**src/rtl/seq_out_pkg.sv**
```systemverilog
package seq_out_pkg;

  // ****************************************************************
  // register offsets and reset values
  // ****************************************************************
  localparam logic [7:0] OUTPUT_CONFIG_A_OFFSET = 8'h1F;
  localparam logic [7:0] OUTPUT_CONFIG_B_OFFSET = 8'h20;
  localparam logic [7:0] OUTPUT_CONFIG_C_OFFSET = 8'h21;
  localparam logic [7:0] OUTPUT_STATUS_OFFSET   = 8'h23;
  localparam logic [7:0] OUTPUT_CONFIG_RESET    = 8'h00;
  localparam logic [7:0] READ_DATA_RESET        = 8'h00;

  // ****************************************************************
  // counts of outputs
  // ****************************************************************
  localparam int NUM_OUTPUTS      = 9;
  localparam int NUM_WIDE_OUTPUTS = 6;
  localparam int NUM_TRACK_OUTPUTS = 4;

  // ****************************************************************
  // field positions
  // ****************************************************************
  localparam int OUT1_LSB    = 0;
  localparam int OUT2_LSB    = 3;
  localparam int OUT3_LO_LSB = 6;
  localparam int OUT3_HI_BIT = 0;
  localparam int OUT4_LSB    = 1;
  localparam int OUT5_LSB    = 4;
  localparam int OUT6_LO_BIT = 7;
  localparam int OUT6_HI_LSB = 0;
  localparam int OUT7_LSB    = 2;
  localparam int OUT8_LSB    = 4;
  localparam int OUT9_LSB    = 6;

  // ****************************************************************
  // status register bit positions
  // ****************************************************************
  localparam int STATUS_TRACK_BIT = 6;
  localparam int STATUS_PUMP_BIT  = 7;

  // charge-pump gate target above the matching monitor_input, in mV
  localparam int PUMP_OFFSET_MV = 5000;

  // ****************************************************************
  // drive codes
  // ****************************************************************
  typedef enum logic [2:0] {
    CODE_OD_LOW  = 3'h0,
    CODE_OD_HIGH = 3'h1,
    CODE_PP_LOW  = 3'h2,
    CODE_PP_HIGH = 3'h3,
    CODE_TRACK   = 3'h4,
    CODE_PUMP    = 3'h5,
    CODE_RSVD_6  = 3'h6,
    CODE_RSVD_7  = 3'h7
  } drive_code_t;

endpackage

```
**src/rtl/sequencer_output_config_decode.sv**
```systemverilog
// Functional notes
// - output 1 code decodes drive and polarity
// - code 100 selects tracking on outputs 1-4
// - code 101 selects charge pump, outputs 1-6
// - output 2 from config_a bits 5:3
// - output 3 from config_a 7:6, config_b 0
// - output 4 from config_b bits 3:1
// - output 5 from config_b 6:4, no tracking
// - output 6 from config_b 7, config_c 1:0
// - output 7 two-bit field config_c 3:2
// - output 8 two-bit field config_c 5:4
// - output 9 two-bit field config_c 7:6
module sequencer_output_config_decode (
  // clock and reset
  input  wire logic       ref_clk,
  input  wire logic       sys_rst,
  // register port
  input  wire logic [7:0] cfg_addr,
  input  wire logic [7:0] cfg_wdata,
  input  wire logic       cfg_wr,
  input  wire logic       cfg_rd,
  output logic      [7:0] cfg_rdata,
  output logic            cfg_rvalid,
  // sequencer requests, one per output
  input  wire logic [8:0] assert_req,
  // output pins
  output logic      [8:0] pin_out,
  output logic      [8:0] pin_oe,
  // analog drive selects
  output logic      [3:0] track_en,
  output logic      [5:0] pump_en,
  // reserved code indication
  output logic      [8:0] reserved_code
);

  localparam int N  = seq_out_pkg::NUM_OUTPUTS;
  localparam int NW = seq_out_pkg::NUM_WIDE_OUTPUTS;
  localparam int NT = seq_out_pkg::NUM_TRACK_OUTPUTS;

  // ****************************************************************
  // state
  // ****************************************************************
  typedef struct packed {
    logic [8:0] pin_out;
    logic [8:0] pin_oe;
    logic [3:0] track_en;
    logic [5:0] pump_en;
    logic [8:0] reserved_code;
    logic [7:0] rdata;
    logic       rvalid;
  } state_t;

  state_t state;
  state_t next_state;

  logic [7:0] config_a;
  logic [7:0] config_b;
  logic [7:0] config_c;

  logic [2:0] code [N];
  logic [N-1:0] drive_level;
  logic [N-1:0] drive_oe;
  logic [N-1:0] track_sel;
  logic [N-1:0] pump_sel;
  logic [N-1:0] reserved_hit;

  // ****************************************************************
  // configuration storage
  // ****************************************************************
  output_config_regs u_regs (
    .ref_clk   (ref_clk),
    .sys_rst   (sys_rst),
    .cfg_addr  (cfg_addr),
    .cfg_wdata (cfg_wdata),
    .cfg_wr    (cfg_wr),
    .config_a  (config_a),
    .config_b  (config_b),
    .config_c  (config_c)
  );

  // ****************************************************************
  // field extraction
  // ****************************************************************
  always_comb begin
    code[0] = config_a[seq_out_pkg::OUT1_LSB +: 3];
    code[1] = config_a[seq_out_pkg::OUT2_LSB +: 3];
    code[2] = {config_b[seq_out_pkg::OUT3_HI_BIT],
               config_a[seq_out_pkg::OUT3_LO_LSB +: 2]};
    code[3] = config_b[seq_out_pkg::OUT4_LSB +: 3];
    code[4] = config_b[seq_out_pkg::OUT5_LSB +: 3];
    code[5] = {config_c[seq_out_pkg::OUT6_HI_LSB +: 2],
               config_b[seq_out_pkg::OUT6_LO_BIT]};
    // two-bit fields: top bit held zero, so only drive codes occur
    code[6] = {1'b0, config_c[seq_out_pkg::OUT7_LSB +: 2]};
    code[7] = {1'b0, config_c[seq_out_pkg::OUT8_LSB +: 2]};
    code[8] = {1'b0, config_c[seq_out_pkg::OUT9_LSB +: 2]};
  end

  // ****************************************************************
  // per-output decode
  // ****************************************************************
  for (genvar i = 0; i < N; i++) begin : g_out
    output_drive_decode u_dec (
      .code         (code[i]),
      .has_track    (i < NT ? 1'b1 : 1'b0),
      .has_pump     (i < NW ? 1'b1 : 1'b0),
      .assert_req   (assert_req[i]),
      .drive_level  (drive_level[i]),
      .drive_oe     (drive_oe[i]),
      .track_sel    (track_sel[i]),
      .pump_sel     (pump_sel[i]),
      .reserved_hit (reserved_hit[i])
    );
  end

  // ****************************************************************
  // next state
  // ****************************************************************
  always_comb begin
    next_state               = state;
    next_state.pin_out       = drive_level & drive_oe;
    next_state.pin_oe        = drive_oe;
    next_state.track_en      = track_sel[NT-1:0];
    next_state.pump_en       = pump_sel[NW-1:0];
    next_state.reserved_code = reserved_hit;
    next_state.rvalid        = cfg_rd;
    if (cfg_rd) begin
      unique case (cfg_addr)
        seq_out_pkg::OUTPUT_CONFIG_A_OFFSET: next_state.rdata = config_a;
        seq_out_pkg::OUTPUT_CONFIG_B_OFFSET: next_state.rdata = config_b;
        seq_out_pkg::OUTPUT_CONFIG_C_OFFSET: next_state.rdata = config_c;
        seq_out_pkg::OUTPUT_STATUS_OFFSET: begin
          next_state.rdata = {|state.pump_en, |state.track_en,
                              state.reserved_code[NW-1:0]};
        end
        default: next_state.rdata = seq_out_pkg::READ_DATA_RESET;
      endcase
    end
  end

  // ****************************************************************
  // registers
  // ****************************************************************
  always_ff @(posedge ref_clk or posedge sys_rst) begin
    if (sys_rst) begin
      state <= '0;
    end else begin
      state <= next_state;
    end
  end

  assign pin_out       = state.pin_out;
  assign pin_oe        = state.pin_oe;
  assign track_en      = state.track_en;
  assign pump_en       = state.pump_en;
  assign reserved_code = state.reserved_code;
  assign cfg_rdata     = state.rdata;
  assign cfg_rvalid    = state.rvalid;

endmodule

```
**src/rtl/output_drive_decode.sv**
```systemverilog
module output_drive_decode (
  // configuration
  input  wire logic [2:0] code,
  input  wire logic       has_track,
  input  wire logic       has_pump,
  // sequencer request
  input  wire logic       assert_req,
  // decoded drive
  output logic            drive_level,
  output logic            drive_oe,
  output logic            track_sel,
  output logic            pump_sel,
  output logic            reserved_hit
);

  seq_out_pkg::drive_code_t sel;

  always_comb begin
    sel          = seq_out_pkg::drive_code_t'(code);
    drive_level  = 1'b0;
    drive_oe     = 1'b0;
    track_sel    = 1'b0;
    pump_sel     = 1'b0;
    reserved_hit = 1'b0;
    unique case (sel)
      // open-drain: pull low only for the low level, else release
      seq_out_pkg::CODE_OD_LOW: begin
        drive_oe = assert_req;
      end
      seq_out_pkg::CODE_OD_HIGH: begin
        drive_oe = ~assert_req;
      end
      seq_out_pkg::CODE_PP_LOW: begin
        drive_oe    = 1'b1;
        drive_level = ~assert_req;
      end
      seq_out_pkg::CODE_PP_HIGH: begin
        drive_oe    = 1'b1;
        drive_level = assert_req;
      end
      seq_out_pkg::CODE_TRACK: begin
        // output without tracking falls back to released pin
        track_sel    = has_track;
        reserved_hit = ~has_track;
      end
      seq_out_pkg::CODE_PUMP: begin
        pump_sel     = has_pump & assert_req;
        reserved_hit = ~has_pump;
      end
      seq_out_pkg::CODE_RSVD_6,
      seq_out_pkg::CODE_RSVD_7: begin
        reserved_hit = 1'b1;
      end
    endcase
  end

endmodule

```
**src/rtl/output_config_regs.sv**
```systemverilog
module output_config_regs (
  // clock and reset
  input  wire logic       ref_clk,
  input  wire logic       sys_rst,
  // write port
  input  wire logic [7:0] cfg_addr,
  input  wire logic [7:0] cfg_wdata,
  input  wire logic       cfg_wr,
  // stored configuration
  output logic      [7:0] config_a,
  output logic      [7:0] config_b,
  output logic      [7:0] config_c
);

  typedef struct packed {
    logic [7:0] a;
    logic [7:0] b;
    logic [7:0] c;
  } regs_t;

  regs_t state;
  regs_t next_state;

  always_comb begin
    next_state = state;
    if (cfg_wr) begin
      unique case (cfg_addr)
        seq_out_pkg::OUTPUT_CONFIG_A_OFFSET: next_state.a = cfg_wdata;
        seq_out_pkg::OUTPUT_CONFIG_B_OFFSET: next_state.b = cfg_wdata;
        seq_out_pkg::OUTPUT_CONFIG_C_OFFSET: next_state.c = cfg_wdata;
        default:                             next_state   = state;
      endcase
    end
  end

  always_ff @(posedge ref_clk or posedge sys_rst) begin
    if (sys_rst) begin
      state <= {3{seq_out_pkg::OUTPUT_CONFIG_RESET}};
    end else begin
      state <= next_state;
    end
  end

  assign config_a = state.a;
  assign config_b = state.b;
  assign config_c = state.c;

endmodule

```
**config.mk**
```make
export PLATFORM = sky130hd
export DESIGN_NAME = sequencer_output_config_decode
export DESIGN_NICKNAME = d
export VERILOG_FILES = /design/src/rtl/seq_out_pkg.sv /design/src/rtl/sequencer_output_config_decode.sv /design/src/rtl/output_drive_decode.sv /design/src/rtl/output_config_regs.sv
export SDC_FILE = /design/constraint.sdc
export NUM_CORES = 1
export LEC_CHECK = 0
export BUFFER_PORTS_ARGS = -buffer_cell sky130_fd_sc_hd__buf_2
export CELL_PAD_IN_SITES_DETAIL_PLACEMENT = 1
export CELL_PAD_IN_SITES_GLOBAL_PLACEMENT = 1
export CORE_ASPECT_RATIO = 0.75
export CORE_UTILIZATION = 30
export DETAILED_ROUTE_END_ITERATION = 6
export HOLD_SLACK_MARGIN = 0.06
export PLACE_DENSITY_LB_ADDON = 0.08
export SLEW_MARGIN = 20
export SYNTH_ARGS = -nofsm -noshare
export SYNTH_HDL_FRONTEND = slang
export SYNTH_SLANG_ARGS = --single-unit
export TNS_END_PERCENT = 1
```
**constraint.sdc**
```tcl
create_clock -name ref_clk -period 2.2 [get_ports ref_clk]
set_input_delay 0.22 -clock ref_clk [delete_from_list [all_inputs] [get_ports ref_clk]]
set_output_delay 0.22 -clock ref_clk [all_outputs]
set_load 0.05 [all_outputs]
```
### Word-level counts from Yosys, hierarchy flattened

Index checks and enable logic that the tools add are counted.

| storage, ports and cells | value |
|---|---|
| flip-flop bits (word level) | 67 |
| input bits | 29 |
| output and inout bits | 46 |
| logic and storage cells | 139 |

| cells by class | value |
|---|---|
| equal/unequal tests | 55 |
| multiplexer cells | 35 |
| bitwise gates (word level) | 10 |
| reduce and logical (&&, ||, !) cells | 29 |

Operators with widths:

| kind | number |
|---|---|
| $eq A3 B3 Y1 const B | 24 |
| $eq A3 B2 Y1 const B | 12 |
| $pmux W8 S4 | 1 |
| $logic_not A3 Y1 | 9 |
| $pmux W1 S3 | 9 |
| $reduce_or A2 Y1 | 13 |
| $eq A8 B6 Y1 const B | 3 |
| $eq A3 B1 Y1 const B | 6 |
| $pmux W1 S2 | 9 |
| $mux W1 | 16 |
| $eq A2 B2 Y1 const B | 6 |
| $and A9 B9 Y9 | 1 |
| $not A1 Y1 | 9 |
| $eq A8 B5 Y1 const B | 1 |
| $eq A2 B1 Y1 const B | 3 |
| $reduce_and A2 Y1 | 3 |
| $reduce_or A3 Y1 | 2 |
| $reduce_or A6 Y1 | 1 |
| $reduce_or A4 Y1 | 1 |

### Logic depth before layout (Yosys ltp)

| logic depth | value |
|---|---|
| depth after elaboration | 4 |
| depth in mapped cells | 5 |
| depth with buffers taken out | 4 |

### Modules after synthesis

A second synthesis with hierarchy kept.

| second synthesis, totals | value |
|---|---|
| cell total of the unflattened synthesis | 271 |
| area total of the unflattened synthesis | 3333.2 um^2 |

Modules (own cells, without submodules):

| module | times used | cells an instance | area an instance (um^2) | sequential area each (um^2) |
|---|---|---|---|---|
| sequencer_output_config_decode | 1 | 132 | 1715.4 | 1151.1 |
| output_config_regs | 1 | 58 | 964.7 | 600.6 |
| output_drive_decode | 9 | 9 | 72.6 | 0.0 |

### Worst setup path before layout

OpenSTA, ideal clock, no wires.

| timing path | value |
|---|---|
| kind | input -> register |
| start | input cfg_addr[2] |
| end | register u_regs.state, in the netlist u_regs.config_c[0] |
| library setup time | 125 ps |
| arrival time | 1415 ps |
| required time | 2075 ps |
| slack | 660 ps |
| stages | 4 |
| path buffers | 0 |
| path through | or4b_4 > nor3_4 > nand3b_4 > mux2_2 |

| on the way | value |
|---|---|
| cells in the longest elaborated chain, start to end | 2 |

RTL lines:

| item | line | text |
|---|---|---|
| from (decl) | sequencer_output_config_decode.sv:18 | `input wire logic [7:0] cfg_addr,` |
| $eq A8 B6 Y1 | output_config_regs.sv:27 | `unique case (cfg_addr)` |
| $reduce_and A2 Y1 (no source line) | - |  |
| to (signal assigned) | output_config_regs.sv:38 | `state <= {3{seq_out_pkg::OUTPUT_CONFIG_RESET}};` |
| to (signal assigned) | output_config_regs.sv:40 | `state <= next_state;` |
| to (decl) | output_config_regs.sv:21 | `regs_t state;` |

Every way passes these cells.
A chain may end at the register's enable or synchronous reset.

### Worst setup path in the final report

| timing path | value |
|---|---|
| start | register state, in the netlist track_en[1] |
| end | register state, in the netlist cfg_rdata[6] |

| on the way | value |
|---|---|
| cells in the longest elaborated chain, start to end | 2 |

RTL lines:

| item | line | text |
|---|---|---|
| from (decl) | sequencer_output_config_decode.sv:53 | `state_t state;` |
| from (signal assigned) | sequencer_output_config_decode.sv:148 | `state <= next_state;` |
| $reduce_or A4 Y1 | sequencer_output_config_decode.sv:133 | `next_state.rdata = {\|state.pump_en, \|state.track_en,` |
| $pmux W8 S4 | sequencer_output_config_decode.sv:128 | `unique case (cfg_addr)` |

Every way passes these cells.

==> impl_metrics.csv <==
group,metric,value,unit
run_status,outcome,"finished with violations",
run_status,violations,"DRC",
drt,drc_errors,1,
synthesis,synth_cells,211,
timing,final_hold_viol_count,0,
critical_path,cp_num_buf_inv,0,
critical_path,max_stage_delay,440,ps
critical_path,crit_chain,"nor4_1, a21oi_1, a221oi_1, o22ai_1",
floorplan,floorplan.initialDensity,0.308,
synthesis,synthArstFlopShare,1.00,
power_and_ir_drop,p_leak,1.83,nW
floorplan,core,9050,µm²
floorplan,die_area,9680,µm²
critical_path,cp.required,2390,ps
synthesis,ys.flop_type,"dfrtp_1",
clock_network,clockBufferDepth,2,
worst_hold_path,hp-class,"primary input to flop",
power_and_ir_drop,sw_frac_of_total,0.267,
drt,num_vias,1958,
power_and_ir_drop,clockPowerShare,0.442,
grt,grt_start_max_net_pins,68,
clock_network,post_cts_buffers,0,
critical_path,cp_top_family,"compound AO/OA/AOI/OAI gates",
synthesis,synth-seq-cells,67,
drt,first_pass_iters,6,
critical_path,critPathCaptureType,"flop",
synthesis,seq_area_frac_synth,0.602,
timing,fin_crit,1640,ps
floorplan,ios,75,
critical_path,start_kind,"flop",
critical_path,cp.arrival,1830,ps
synthesis,syn_area,2790,µm²
grt,grt_overflow,0,
clock_network,cts_resized,0,
drt,routed_wirelength,7.25,mm
floorplan,die_h,85.5,µm
timing,fin_crit_sh,0.746,
drt,ant_nets,0,
clock_network,insertion_delay,330,ps
timing,slew_viol_final,0,
timing,fmax,609,MHz
power_and_ir_drop,seqPwrFrac,0.448,
synthesis,synth.distinct_cells,39,
power_and_ir_drop,netSwitchingPower,792,µW
drt,routed_via_density,4.59,
grt,grt_pass1_wl,11.7,mm
timing,fin_skew,6.15,ps
grt,grt_pass1_vias,1969,
timing,worstMarginPinSlew,601,ps
cells_and_area,nets,323,
placement,hpwl,5.11,mm
critical_path,cp_max_fo,2,
clock_network,cts.clk_slew.worst_paths,60,ps
grt,grt_use_total,0.166,
cells_and_area,antenna_cells,0,
timing,max_slew_margin,0.598,
floorplan,die_w,113,µm
placement,dpl_cell_area,3310,µm²
timing,grt_setup_unrepaired,"no",
critical_path,path_class,"flop to flop",
synthesis,synth_edf_count,0,
clock_network,cts_tree,"done",
clock_network,ctsHoldBuffers,1,
drt,dr.first_iter.drc_count,75,
clock_network,h-tree-depth,3,
cells_and_area,drive_gt1_frac,0.408,
synthesis,yosysWarnings,0,
worst_hold_path,holdPathStages,1,
synthesis,syn_area_per_cell,13.2,µm²
power_and_ir_drop,comb_power_share,0.110,
power_and_ir_drop,p_int,2.17,mW
drt,wl_per_cell,17.0,µm
timing,setup_viol,0,
cells_and_area,area_delta_synth_final,29.1,%
clock_network,cts_sinks,67,
floorplan,rows,30,
power_and_ir_drop,worst_ir_drop_vdd,0.292,mV
critical_path,worst-path-stages,4,
clock_network,cts_root_buf,"clkbuf_16",
critical_path,cpMaxStageDelayCell,"a221oi_1",
grt,antenna_found_initial,0,
critical_path,rr_worst_depth,4,
flow_run,max_cap_violations,0,
clock_network,numCtsBuffers,9,
placement,gp_congestion,0.706,
cells_and_area,design_area,3600,µm²
power_and_ir_drop,powerDensity,824,nW/µm²
placement,numPortBuffers,71,
timing,setup-tns-final,0,ps
==> layer usage <==
metal  track usage  vias up  wire length [µm]
met5             0        -                 0
met4        0.0431        0                54
met3        0.0500        4               228
met2         0.239       44              3280
met1         0.241      994              3680
li1              -      916                 -
==> cells in the final DEF, fill, tap and decap left out, drive strengths merged, types with 2 or more instances in the layout <==
cell type	instances
xnor2	3
nor3	4
nor2	18
clkbuf	12
o22ai	8
inv	13
clkinv	3
o2bb2ai	6
or4b	2
nor3b	9
a221oi	2
a22oi	6
and2	7
xor2	6
dfrtp	67
nand2b	3
nand2	3
conb	3
mux2	24
nor4	3
mux2i	6
buf	74
and4b	4
==> cell type report <==
type	count	area (µm²)
fill	989	5450
tap	128	160
sequential	67	1680
clock inverter	4	26.3
multi-input combinational	128	1040
timing repair buffer	75	400
inverter	13	48.8
clock buffer	12	246
==> power by group through the flow <==
| stage | clock network (mW) | registers (mW) | logic [mW] |
|---|---|---|---|
| after global routing | 1.42 | 1.33 | 0.352 |
| after detailed placement | 0 | 1.35 | 0.330 |
| after floorplan | 0 | 1.45 | 0.118 |
| final | 1.31 | 1.33 | 0.326 |
| after CTS | 1.35 | 1.33 | 0.332 |
| after global placement | 0 | 1.35 | 0.330 |
==> kinds of logic after synthesis <==
logic type / share of synthesized area
AO/OA/AOI/OAI: 0.0745
XOR/XNOR: 0.0283
buffers and inverters: 0.0287
flip-flops: 0.602
multiplexers: 0.119
other: 0.00135
AND/OR/NAND/NOR: 0.147
==> stage by stage <==
| step | setup slack (ps) | utilization | total power [mW] | hold WS [ps] | instances |
|---|---|---|---|---|---|
| 5_1_grt | 513 | 0.398 | 3.10 | 125 | 427 |
| 3_5_place_dp | 372 | 0.366 | 1.68 | 332 | 410 |
| 3_3_place_gp | 385 | 0.366 | 1.68 | 331 | 410 |
| 4_1_cts | 552 | 0.398 | 3.01 | 121 | 427 |
| 2_1_floorplan | 297 | - | 1.57 | 251 | 213 |
| 6_report | 559 | 0.398 | 2.96 | 132 | 427 |
==> final timing paths <==
kind / endpoint / start / slack, ps
worst max-delay path: cfg_rdata[6]$_DFFE_PP0P_ / track_en[1]$_DFF_PP0_ / 560
worst min-delay path: cfg_rvalid$_DFF_PP0_ / cfg_rd / 130
worst max register to register: cfg_rdata[6]$_DFFE_PP0P_ / track_en[1]$_DFF_PP0_ / 560
worst min register to register: pin_oe[7]$_DFF_PP0_ / u_regs.config_c[5]$_DFFE_PP0P_ / 520
max in group asynchronous: track_en[1]$_DFF_PP0_ / sys_rst / 1390
min in group asynchronous: pin_oe[8]$_DFF_PP0_ / sys_rst / 520
==> synthesized netlist by cell type, types with 2 or more instances <==
master     count  area share
dfrtp_1       67        0.60
mux2_2        24       0.097
nor2_1        17       0.023
inv_1         13       0.018
nor3b_1        9       0.024
o22ai_1        8       0.018
and2_1         7       0.016
a22oi_1        6       0.016
mux2i_1        6       0.022
o2bb2ai_1      6       0.019
xor2_1         6       0.019
and4b_1        4       0.014
buf_4          3      0.0081
nand2b_1       3      0.0067
nor3_1         3      0.0054
xnor2_1        3      0.0094
a221oi_1       2      0.0063
nor4_1         2      0.0045
or4b_4         2      0.0099
==> sequential cells by signal, summed over array words and instances, names as in the netlist <==
register,count
pump_en,6
u_regs.config_b,8
u_regs.config_c,8
cfg_rvalid,1
u_regs.config_a,8
pin_out,9
track_en,4
reserved_code,6
pin_oe,9
cfg_rdata,8
Note: power is estimated with default switching activity, not from simulation.
